==> src/pkg/gpio_pair_params.svh <==
`ifndef GPIO_PAIR_PARAMS_SVH
`define GPIO_PAIR_PARAMS_SVH

// register indices; byte address is four times the index
`define ADDR_W 18
`define IDX_W 16
`define IDX_INPORT 16'hff40
`define IDX_IODATA 16'hff41
`define IDX_IODIR 16'hff42
`define IDX_IOFSEL 16'hff43
`define IDX_EDGE_A 16'hff44
`define IDX_EDGE_B 16'hff45
`define IDX_IOOD 16'hff46
`define IDX_PULL 16'hff4e

// field positions and masks
`define PULL_IN_BIT 2
`define PULL_IO_BIT 3
`define PULL_RW_MASK 8'h7f
`define NMI_EDGE_BIT 0
`define OD_PIN_CLK 2
`define OD_PIN_OUT 3
`define EDGE_PINS 7

// reset values and bus answers
`define DIR_RST 8'hff
`define OEN_RST 8'hff
`define RESP_OK 2'h0
`define RESP_SLVERR 2'h2

`endif

==> src/pkg/gpio_pair_pkg.sv <==
`include "gpio_pair_params.svh"

package gpio_pair_pkg;

    typedef logic [7:0] byte_t;

    typedef struct packed {
        byte_t inS1;
        byte_t inS2;
        byte_t ioS1;
        byte_t ioS2;
        byte_t latch;
        byte_t dir;
        byte_t fsel;
        byte_t pullOpt;
        byte_t edgeA;
        byte_t edgeB;
        logic [1:0] od;
        byte_t ioOut;
        byte_t ioOeN;
        byte_t ioPull;
        byte_t inPull;
        logic awHeld;
        logic wHeld;
        logic wLow;
        logic awready;
        logic wready;
        logic bvalid;
        logic [1:0] bresp;
        logic [`ADDR_W-1:0] waddr;
        byte_t wdata;
        logic arready;
        logic rvalid;
        logic [1:0] rresp;
        byte_t rdata;
    } port_state_s;

endpackage

==> src/pkg/edge_if.sv <==
`timescale 1ns/10ps
`default_nettype none

interface edge_if #(parameter int N = 1);
    logic [N-1:0] level;
    logic [N-1:0] riseEn;
    logic [N-1:0] fallEn;
    logic [N-1:0] req;
    modport det(input level, input riseEn, input fallEn, output req);
    modport src(output level, output riseEn, output fallEn, input req);
endinterface

`default_nettype wire

==> src/hw/edge_detector.sv <==
`timescale 1ns/10ps
`default_nettype none

module edge_detector #(
    parameter int N = 1
) (
    input wire logic core_clk,
    input wire logic rst,
    edge_if.det e
);
    typedef struct packed {
        logic armed;
        logic [N-1:0] prev;
        logic [N-1:0] req;
    } edge_state_s;

    edge_state_s st_r;
    edge_state_s st_nxt;

    if (N < 1) begin : gBadWidth
        $error("edge_detector needs at least one pin");
    end

    // first sample after reset only arms; no edge is invented from reset value
    always_comb begin
        st_nxt = st_r;
        st_nxt.armed = 1'b1;
        st_nxt.prev = e.level;
        st_nxt.req = '0;
        if (st_r.armed) begin
            st_nxt.req = (e.level & ~st_r.prev & e.riseEn) |
                         (~e.level & st_r.prev & e.fallEn);
        end
        if (rst) begin
            st_nxt = '0;
        end
    end

    always_ff @(posedge core_clk) begin
        st_r <= st_nxt;
    end

    assign e.req = st_r.req;

endmodule

`default_nettype wire

==> src/hw/input_and_io_port_pair.sv <==
// Summary of operation
// - input port reads current pin levels
// - input pins always routed to peripherals
// - one bit pulls six upper input pins
// - nmi edge polarity from edge register a
// - six irq pins request on selected edge
// - eight-bit io port, per-bit direction
// - select bit picks port or alternate signal
// - reset makes all io pins inputs
// - output latch holds until next write
// - writes update every latch bit
// - input bits read pin level
// - bit operations rewrite whole byte
// - alternate mode pin drive ignores direction bit
// - alternate output, direction 1: pin level
// - alternate output, direction 0: internal signal where altOutEn set, 0 otherwise
// - alternate input reads pin if direction 1
// - pull-up when enable and direction input
// - pull-up also on alternate direction-1 pins
// - serial clock, serial out support open drain
// - pull option register: bit 7 zero, reset 0
// - pull enable 1 means pull-ups used
//
// Implementation choice: the AXI4-Lite interface to the registers.
`include "gpio_pair_params.svh"
`timescale 1ns/10ps
`default_nettype none

module input_and_io_port_pair (
    input wire logic core_clk,
    input wire logic rst,
    input wire logic [`ADDR_W-1:0] awaddr,
    input wire logic awvalid,
    output logic awready,
    input wire logic [31:0] wdata,
    input wire logic [3:0] wstrb,
    input wire logic wvalid,
    output logic wready,
    output logic [1:0] bresp,
    output logic bvalid,
    input wire logic bready,
    input wire logic [`ADDR_W-1:0] araddr,
    input wire logic arvalid,
    output logic arready,
    output logic [31:0] rdata,
    output logic [1:0] rresp,
    output logic rvalid,
    input wire logic rready,
    input wire gpio_pair_pkg::byte_t inPin,
    output gpio_pair_pkg::byte_t inPullUp,
    output gpio_pair_pkg::byte_t inRoute,
    output logic nmiReq,
    output logic [5:0] extIrqReq,
    input wire gpio_pair_pkg::byte_t ioPinIn,
    output gpio_pair_pkg::byte_t ioPinOut,
    output gpio_pair_pkg::byte_t ioPinOeN,
    output gpio_pair_pkg::byte_t ioPullUp,
    input wire gpio_pair_pkg::byte_t altOut,
    input wire gpio_pair_pkg::byte_t altOutEn,
    output gpio_pair_pkg::byte_t altIn
);
    import gpio_pair_pkg::*;

    port_state_s st_r;
    port_state_s st_nxt;

    edge_if #(.N(`EDGE_PINS)) ed();

    edge_detector #(.N(`EDGE_PINS)) edgeUnit (
        .core_clk(core_clk),
        .rst(rst),
        .e(ed.det)
    );

    // pin 0 is nmi, pins 1..6 are the six external irq pins
    assign ed.level = st_r.inS2[`EDGE_PINS-1:0];
    assign ed.riseEn = {st_r.edgeA[7:2], st_r.edgeA[`NMI_EDGE_BIT]};
    assign ed.fallEn = {st_r.edgeB[5:0], ~st_r.edgeA[`NMI_EDGE_BIT]};

    function automatic byte_t ioRead(port_state_s s, byte_t ao, byte_t aoe);
        byte_t r;
        r = '0;
        for (int i = 0; i < 8; i++) begin
            if (s.fsel[i]) begin
                if (s.dir[i]) begin
                    r[i] = s.ioS2[i];
                end else if (aoe[i]) begin
                    r[i] = ao[i];
                end else begin
                    r[i] = 1'b0;
                end
            end else if (s.dir[i]) begin
                r[i] = s.ioS2[i];
            end else begin
                r[i] = s.latch[i];
            end
        end
        return r;
    endfunction

    always_comb begin
        logic [`IDX_W-1:0] idx;
        logic drv;
        logic val;
        logic odOn;
        st_nxt = st_r;
        idx = '0;
        drv = 1'b0;
        val = 1'b0;
        odOn = 1'b0;

        // two-stage synchronisers on every pin
        st_nxt.inS1 = inPin;
        st_nxt.inS2 = st_r.inS1;
        st_nxt.ioS1 = ioPinIn;
        st_nxt.ioS2 = st_r.ioS1;

        // write channel: address and data taken in either order
        if (st_r.bvalid && bready) begin
            st_nxt.bvalid = 1'b0;
        end
        if (awvalid && st_r.awready) begin
            st_nxt.awHeld = 1'b1;
            st_nxt.waddr = awaddr;
        end
        if (wvalid && st_r.wready) begin
            st_nxt.wHeld = 1'b1;
            st_nxt.wdata = wdata[7:0];
            st_nxt.wLow = wstrb[0];
        end
        if (st_nxt.awHeld && st_nxt.wHeld && !st_nxt.bvalid) begin
            idx = st_nxt.waddr[`ADDR_W-1:2];
            st_nxt.awHeld = 1'b0;
            st_nxt.wHeld = 1'b0;
            st_nxt.bvalid = 1'b1;
            st_nxt.bresp = `RESP_OK;
            case (idx)
                `IDX_INPORT: begin
                    // no direction register; writes are dropped
                    st_nxt.bresp = `RESP_OK;
                end
                `IDX_IODATA: begin
                    // whole byte lands in the latch, whatever the direction
                    if (st_nxt.wLow) begin
                        st_nxt.latch = st_nxt.wdata;
                    end
                end
                `IDX_IODIR: begin
                    if (st_nxt.wLow) begin
                        st_nxt.dir = st_nxt.wdata;
                    end
                end
                `IDX_IOFSEL: begin
                    if (st_nxt.wLow) begin
                        st_nxt.fsel = st_nxt.wdata;
                    end
                end
                `IDX_EDGE_A: begin
                    if (st_nxt.wLow) begin
                        st_nxt.edgeA = st_nxt.wdata;
                    end
                end
                `IDX_EDGE_B: begin
                    if (st_nxt.wLow) begin
                        st_nxt.edgeB = st_nxt.wdata;
                    end
                end
                `IDX_IOOD: begin
                    if (st_nxt.wLow) begin
                        st_nxt.od = st_nxt.wdata[1:0];
                    end
                end
                `IDX_PULL: begin
                    if (st_nxt.wLow) begin
                        st_nxt.pullOpt = st_nxt.wdata & `PULL_RW_MASK;
                    end
                end
                default: begin
                    st_nxt.bresp = `RESP_SLVERR;
                end
            endcase
        end
        st_nxt.awready = ~st_nxt.awHeld & ~st_nxt.bvalid;
        st_nxt.wready = ~st_nxt.wHeld & ~st_nxt.bvalid;

        // read channel: answer one cycle after the address is taken
        if (st_r.rvalid && rready) begin
            st_nxt.rvalid = 1'b0;
        end
        if (arvalid && st_r.arready) begin
            st_nxt.rvalid = 1'b1;
            st_nxt.rresp = `RESP_OK;
            st_nxt.rdata = '0;
            case (araddr[`ADDR_W-1:2])
                `IDX_INPORT: st_nxt.rdata = st_r.inS2;
                `IDX_IODATA: st_nxt.rdata = ioRead(st_r, altOut, altOutEn);
                `IDX_IODIR: st_nxt.rdata = st_r.dir;
                `IDX_IOFSEL: st_nxt.rdata = st_r.fsel;
                `IDX_EDGE_A: st_nxt.rdata = st_r.edgeA;
                `IDX_EDGE_B: st_nxt.rdata = st_r.edgeB;
                `IDX_IOOD: st_nxt.rdata = {6'h0, st_r.od};
                `IDX_PULL: st_nxt.rdata = st_r.pullOpt;
                default: st_nxt.rresp = `RESP_SLVERR;
            endcase
        end
        st_nxt.arready = ~st_nxt.rvalid;

        // pin drivers: one cycle behind the registers
        for (int i = 0; i < 8; i++) begin
            if (st_r.fsel[i]) begin
                drv = altOutEn[i];
                val = altOut[i];
            end else begin
                drv = ~st_r.dir[i];
                val = st_r.latch[i];
            end
            odOn = (i == `OD_PIN_CLK && st_r.od[0]) ||
                   (i == `OD_PIN_OUT && st_r.od[1]);
            if (odOn && val) begin
                drv = 1'b0;
            end
            st_nxt.ioOut[i] = val;
            st_nxt.ioOeN[i] = ~drv;
        end

        // pull-ups; pins 1..0 of the input port have none
        st_nxt.inPull = {{6{st_r.pullOpt[`PULL_IN_BIT]}}, 2'h0};
        // alternate pins with direction 1 are pulled too; clear dir to avoid
        st_nxt.ioPull = st_r.dir & {8{st_r.pullOpt[`PULL_IO_BIT]}};

        if (rst) begin
            st_nxt = '0;
            // latch content is a don't-care after reset; zero keeps sims tidy
            st_nxt.dir = `DIR_RST;
            st_nxt.ioOeN = `OEN_RST;
        end
    end

    always_ff @(posedge core_clk) begin
        st_r <= st_nxt;
    end

    assign awready = st_r.awready;
    assign wready = st_r.wready;
    assign bvalid = st_r.bvalid;
    assign bresp = st_r.bresp;
    assign arready = st_r.arready;
    assign rvalid = st_r.rvalid;
    assign rresp = st_r.rresp;
    assign rdata = {24'h0, st_r.rdata};
    assign inRoute = st_r.inS2;
    assign altIn = st_r.ioS2;
    assign inPullUp = st_r.inPull;
    assign ioPullUp = st_r.ioPull;
    assign ioPinOut = st_r.ioOut;
    assign ioPinOeN = st_r.ioOeN;
    assign nmiReq = ed.req[0];
    assign extIrqReq = ed.req[`EDGE_PINS-1:1];
endmodule

`default_nettype wire

==> config.mk <==
export PLATFORM = sky130hd
export DESIGN_NAME = input_and_io_port_pair
export DESIGN_NICKNAME = d
export VERILOG_FILES = /design/src/pkg/gpio_pair_pkg.sv /design/src/pkg/edge_if.sv /design/src/hw/edge_detector.sv /design/src/hw/input_and_io_port_pair.sv
export VERILOG_INCLUDE_DIRS = /design/src /design/src/pkg
export SDC_FILE = /design/constraint.sdc
export NUM_CORES = 1
export LEC_CHECK = 0
export BUFFER_PORTS_ARGS = -buffer_cell sky130_fd_sc_hd__clkbuf_2
export CAP_MARGIN = 15
export CORE_ASPECT_RATIO = 1.2
export CORE_MARGIN = 1.5
export CORE_UTILIZATION = 45
export DETAILED_ROUTE_END_ITERATION = 10
export HOLD_SLACK_MARGIN = 0.15
export PLACE_DENSITY = 0.71
export SLEW_MARGIN = 30
export SYNTH_ARGS = -nofsm -noshare
export SYNTH_HDL_FRONTEND = slang
export SYNTH_SLANG_ARGS = --single-unit
export TNS_END_PERCENT = 1
==> constraint.sdc <==
create_clock -name core_clk -period 3 [get_ports core_clk]
set_clock_uncertainty 0.1 [all_clocks]
set_input_delay 0.15 -clock core_clk [delete_from_list [all_inputs] [get_ports core_clk]]
set_output_delay 0.15 -clock core_clk [all_outputs]
set_load 0.02 [all_outputs]
==> results.json, run 1 <==
{
  "critPathKind": "flip-flop to flip-flop",
  "finalHoldViolCount": 0,
  "grtUsageTotal_pct": 20.76,
  "hold_path_class": "input pin to flip-flop",
  "grt_pass1_wl_um": 26790,
  "diodes": 0,
  "area_growth_pct": 25.46,
  "ant_nets": 0,
  "synthCells": 770,
  "pwr-share-comb_pct": 7.5,
  "min_period_over_period_pct": 81.91,
  "cts-root-buf": "clkbuf_16",
  "clkPwrFrac_pct": 51.6,
  "route.detailed.drc": 0,
  "synth.avg_cell_area_um2": 9.196,
  "maxSlewHeadroom_pct": 45.18,
  "crit_chain": "nand2_2 > nor4_2 > o211ai_2 > or3_1 > mux2i_1",
  "avgRoutedWirePerCell_um": 14.87,
  "arrival_ps": 2650,
  "yosysSeqAreaShare_pct": 46.09,
  "wl_um": 16940,
  "grt_max_degree": 44,
  "cp_slowest_cell": "or3_1",
  "rsz0062_at_grt": "false",
  "power.leakage_nw": 3.858,
  "grt_pass1_vias": 5151,
  "net-switching-power_mw": 1.170,
  "finalSetupTns_ps": 0,
  "grt.busiest_layer": "met2",
  "synthArstFlopShare_pct": 0,
  "synth_cell_types": 52,
  "clk_pin_slew_ps": 60,
  "cts_resized": 0,
  "max_stage_delay_ps": 670,
  "place_congestion": 0.9165,
  "final_max_slew_viol_count": 0,
  "internal_power_mw": 4.307,
  "synth_edf_count": 0,
  "drtIter0Drc": 278,
  "core-area_um2": 15510,
  "clk_path_buf_depth": 2,
  "reg2reg_setup_slack_ps": 540,
  "tightest_slew_ps": 822.3,
  "fp-row-count": 50,
  "seq_power_share_pct": 41.0,
  "met2_usage_pct": 34.95,
  "place_hpwl_um": 11690,
  "yosys_warnings": 0,
  "met1_usage_pct": 25.37,
  "drive_gt1_share_pct": 23.42,
  "switching_share_pct": 21.36,
  "status": "completed",
  "setup_violations": 0,
  "syn-cell-area_um2": 7081,
  "layout_min_cycle_time_ps": 2457,
  "maxCapViolations": 0,
  "die_y_um": 140.4,
  "cp-start-kind": "flip-flop",
  "layout.nets": 1029,
  "grt_use_met3_pct": 4.682,
  "ys_seq_elements": 163,
  "dieArea_um2": 16500,
  "clock_latency_ps": 430,
  "antenna_found_initial": 0,
  "endpoint_kind": "flip-flop",
  "fp.dieW_um": 117.5,
  "cts_htree_levels": 4,
  "crit_fanout": 11,
  "cts.sink_count": 163,
  "cts_tree": "built",
  "cp.required_ps": 3190,
  "peakVddDrop_mv": 0.4147,
  "dr.pass1.iters": 5,
  "grt_overflow_total": 0,
  "io_pins": 207,
  "powerDensity_nw_per_um2": 616.5,
  "via_per_inst": 4.845,
  "p_total_mw": 5.476,
  "cts_buffers": 17,
  "vias": 5519,
  "max_freq_ghz": 0.4069,
  "io_buffers": 147,
  "start_util_pct": 45.64,
  "synth_top_flop_cell": "dfxtp_1"
}
## power groups by stage
stage / registers (mW) / clock network, mW / logic [mW]
2_1_floorplan: 2.29 / 0 / 0.256
3_3_place_gp: 2.29 / 0 / 0.335
3_5_place_dp: 2.29 / 0 / 0.338
4_1_cts: 2.24 / 2.87 / 0.406
5_1_grt: 2.25 / 2.95 / 0.446
6_report: 2.24 / 2.82 / 0.409
## path summary, 6_finish.rpt
check        depth (start not counted)                   endpoint                  from
min                                  4        st_r[25]$_SDFF_PP0_               awvalid
max reg2reg                          5  ed.riseEn[4]$_SDFFE_PP0P_    awready$_SDFF_PP0_
max                                  5  ed.riseEn[4]$_SDFFE_PP0P_    awready$_SDFF_PP0_
min reg2reg                          1        altIn[7]$_SDFF_PP0_  st_r[143]$_SDFF_PP0_
## critical path, delay by kind of cell, from the launching register on
kind / cells / cell delay (ps)
AOI/OAI and AO/OA: 1 / 260
DFF: 1 / 450
muxes: 1 / 210
and+or+nand+nor: 3 / 1290
## per-layer routing
metal	wire [um]	share of wire (%)
met1	7440	44
met2	8254	49
met5	0	0
met4	446	2.6
met3	795	4.7
## Yosys cell counts, drive strengths merged (2+ instances only)
library cell / count / share of area [%]
dfxtp: 163 / 46
nand2: 111 / 5.9
buf: 103 / 11
mux2i: 53 / 7.7
nor2b: 51 / 4.5
nor2: 37 / 2.0
a21oi: 34 / 2.4
o21ai: 28 / 2.0
clkbuf: 22 / 1.2
and2: 19 / 1.7
nand2b: 14 / 1.2
inv: 12 / 0.64
nand3b: 12 / 1.3
a22oi: 11 / 1.2
and3: 10 / 0.88
or2: 9 / 0.80
a221oi: 8 / 0.99
mux2: 8 / 1.3
o311ai: 7 / 0.87
and4b: 6 / 0.85
nor3: 6 / 0.74
nand3: 5 / 0.35
nand4b: 5 / 0.62
o211ai: 5 / 0.60
a31oi: 4 / 0.35
nor3b: 4 / 0.42
and4: 3 / 0.37
o21a: 3 / 0.32
nand4: 2 / 0.18
nor4: 2 / 0.48
or3: 2 / 0.18
## registers in the layout (all words and copies together) (netlist names)
| register | flops |
|---|---|
| st_r | 79 |
| altIn | 8 |
| edgeUnit.st_r | 8 |
| inRoute | 8 |
| ioPinOeN | 8 |
| ioPinOut | 8 |
| ioPullUp | 8 |
| rdata | 8 |
| ed.riseEn | 7 |
| edgeUnit.e.req | 7 |
| ed.fallEn | 6 |
| arready | 1 |
| awready | 1 |
| bresp | 1 |
| bvalid | 1 |
| inPullUp | 1 |
| rresp | 1 |
| rvalid | 1 |
| wready | 1 |
## through the flow
step	std cells	hold slack, ps	setup WS [ps]	util, %	cell area (um2)
finish	1139	199.4	542.6	57.26	8884
global route	1139	240.5	377.4	57.26	8884
CTS	1139	170.4	549.5	57.26	8884
detailed placement	1042	262.4	553.4	48.07	7458
global placement	1042	257.0	648.8	48.07	7458
floorplan	797	178.2	840.7	-	7182
## placed cells by master (no fill, tap or decap), types with 11 or more instances in the layout
cell type	instances
dfxtp_1	163
clkbuf_16	17
nand2_1	110
clkbuf_2	147
and2_1	19
nand3b_1	12
nor2b_1	51
a22oi_1	11
mux2i_1	52
dlygate4sd3_1	65
nand2b_1	14
o21ai_0	20
a21oi_1	34
conb_1	28
nor2_1	37
buf_4	15
inv_1	12
## cells by family (layout without fill, tap and decap cells)
| group | count (synthesis) | count (layout) | share of synthesized area [%] |
|---|---|---|---|
| buf+inv | 138 | 272 | 12.44 |
| compound gates | 106 | 106 | 9.613 |
| other cells | 1 | 28 | 0.05296 |
| mux | 61 | 61 | 8.941 |
| flops | 163 | 163 | 46.09 |
| simple gates | 301 | 301 | 22.87 |
## timing repair
action                    in CTS  in global routing
hold buffers                  65                  0
hold endpoints to repair      76                  0
setup buffers                  0                  0
## area by class of cell
cell class,instances,area (um2)
clock buffers,17,425.4
multi-input cells,496,3038
inverters,13,48.80
repair buffers,227,1499
fillers,1420,6631
flip-flops and latches,163,3263
clock inverters,15,349.1
well taps,208,260.3
No activity file was read; power rests on OpenSTA's default activity.
==> inputs of run 2 (changes only) <==
--- a/config.mk
+++ b/config.mk
@@ -13,7 +13,7 @@
 export CORE_UTILIZATION = 45
 export DETAILED_ROUTE_END_ITERATION = 10
 export HOLD_SLACK_MARGIN = 0.15
-export PLACE_DENSITY = 0.71
+export PLACE_DENSITY = 0.74
 export SLEW_MARGIN = 30
 export SYNTH_ARGS = -nofsm -noshare
 export SYNTH_HDL_FRONTEND = slang
==> constraint.sdc (replaced) <==
create_clock -name core_clk -period 2.25 [get_ports core_clk]
set_clock_uncertainty 0.1 [all_clocks]
set_input_delay 0.1125 -clock core_clk [delete_from_list [all_inputs] [get_ports core_clk]]
set_output_delay 0.1125 -clock core_clk [all_outputs]
set_load 0.02 [all_outputs]
==> results.json, run 2 (synthesized netlist as in run 1, its figures left out) <==
{
  "status": "completed",
  "dp.cells": 1054,
  "grt_overflow_total": 0,
  "maxSlewHeadroom_pct": 55.16,
  "start_util_pct": 45.64,
  "cp_slowest_cell": "dlygate4sd3_1",
  "largest_register_ffs": 79,
  "powerDensity_nw_per_um2": 718.8,
  "crit_fanout": 5,
  "dieArea_um2": 16500,
  "clk_path_buf_depth": 2,
  "min_to": "st_r[44]$_SDFF_PP0_",
  "arrival_ps": 2370,
  "fill_cells": 1416,
  "diodes": 0,
  "min_from": "awvalid",
  "fp.dieW_um": 117.5,
  "final_cell_mix": "dfxtp_1, clkbuf_2, nand2_1, dlygate4sd3_1, mux2i_1",
  "critPathBufInv": 3,
  "placed_area_um2": 7561,
  "wl_um": 17290,
  "grt_pass1_vias": 5453,
  "ff2ff_path_depth": 6,
  "die_y_um": 140.4,
  "dr.pass1.iters": 5,
  "cts_tree": "built",
  "ant_nets": 0,
  "place_hpwl_um": 11890,
  "grtUsageTotal_pct": 20.99,
  "cts_setup_buffers": 0,
  "r2r-end": "rdata[1]$_SDFFE_PP0P_",
  "cpLargestDelayFamily": "simple AND/OR/NAND/NOR gates",
  "area_growth_pct": 25.57,
  "place_congestion": 0.8926,
  "maxCapViolations": 0,
  "cts-root-buf": "clkbuf_16",
  "layout_min_cycle_time_ps": 2132,
  "rsz0062_at_grt": "false",
  "hold_path_class": "input pin to flip-flop",
  "layout.nets": 1050,
  "cp-start-kind": "input pin",
  "min_period_over_period_pct": 94.74,
  "fin_cells": 1159,
  "reg2reg_setup_slack_ps": 160,
  "vias": 5687,
  "via_per_inst": 4.907,
  "drive_gt1_share_pct": 24.08,
  "final_common_cell": "dfxtp_1",
  "crit_chain": "dlygate4sd3_1 > clkbuf_2 > nand4b_1 > nor4_2 > o211ai_2 > nor3_4 > buf_4 > mux2i_1",
  "cts_buffers": 17,
  "avgRoutedWirePerCell_um": 14.92,
  "critPathKind": "input pin to flip-flop",
  "grt_pass1_wl_um": 27280,
  "core-area_um2": 15510,
  "fp-row-count": 50,
  "antenna_found_initial": 0,
  "finalHoldViolCount": 0,
  "clk_pin_slew_ps": 60,
  "top_register": "st_r",
  "drtIter0Drc": 350,
  "route.detailed.drc": 0,
  "clock_latency_ps": 420,
  "io_buffers": 147,
  "final_max_slew_viol_count": 0,
  "power.leakage_nw": 3.887,
  "grt_max_degree": 62,
  "peakVddDrop_mv": 0.4665,
  "tightest_slew_ps": 671.2,
  "whs_path_depth": 4,
  "io_pins": 207,
  "cts_htree_levels": 4,
  "final_cell_area_um2": 8891,
  "finalSetupTns_ps": 0,
  "max_stage_delay_ps": 540,
  "max_freq_ghz": 0.4691,
  "final_util_pct": 57.31,
  "setup_violations": 0,
  "p_total_mw": 6.391,
  "endpoint_kind": "flip-flop",
  "r2r-start": "st_r[105]$_SDFFE_PP0P_",
  "cts.sink_count": 163,
  "cp.required_ps": 2490
}
run 2: repair_timing:
action                     CTS  global route
hold buffers                74             0
setup endpoints to repair    0            14
hold endpoints to repair    92             0
resized for setup            0             2
run 2: power breakdown:
| group | switching [mW] | internal (mW) |
|---|---|---|
| sequential | 0.0373 | 2.95 |
| clock | 1.11 | 1.71 |
| combinational | 0.316 | 0.260 |
| total | 1.47 | 4.93 |
run 2: area by class of cell:
type / count / area (um2) / area share, %
clock buffers: 22 / 474.2 / 5.334
multi-input cells: 496 / 3049 / 34.29
well taps: 208 / 260.3 / 2.927
repair buffers: 248 / 1692 / 19.03
inverters: 13 / 48.80 / 0.5488
flip-flops and latches: 163 / 3263 / 36.70
clock inverters: 9 / 103.9 / 1.168
run 2: how the worst max path moves through the flow:
stage,start,end,cells past startpoint
floorplan,awready$_SDFF_PP0_,st_r[98]$_SDFFE_PP0P_,6
global placement,awready$_SDFF_PP0_,ed.riseEn[5]$_SDFFE_PP0P_,5
detailed placement,awready$_SDFF_PP0_,ed.riseEn[5]$_SDFFE_PP0P_,5
CTS,awaddr[9],ed.riseEn[2]$_SDFFE_PP0P_,7
global route,awaddr[6],st_r[118]$_SDFFE_PP1P_,8
finish,awaddr[6],st_r[96]$_SDFFE_PP0P_,8
run 2: layer usage:
metal	part of all wire [%]	track usage [%]	vias to the layer above
met5	0	0	-
met4	3.7	12.00	0
met3	4.3	3.705	35
met2	50	36.10	171
met1	42	24.75	2651
li1	-	-	2830
run 2: per-stage QoR:
step           hold slack, ps  setup slack (ps)
2_1_floorplan           140.7             90.72
3_3_place_gp            220.3             86.52
3_5_place_dp            224.4             68.34
4_1_cts                 180.2             4.765
5_1_grt                 261.3             12.18
6_report                215.5             118.5
run 2: tightest hold or removal path, cell delays in order:
cell and delay (ps):
clkbuf_2 150, and2_1 190, o21a_1 160, nor3_1 70
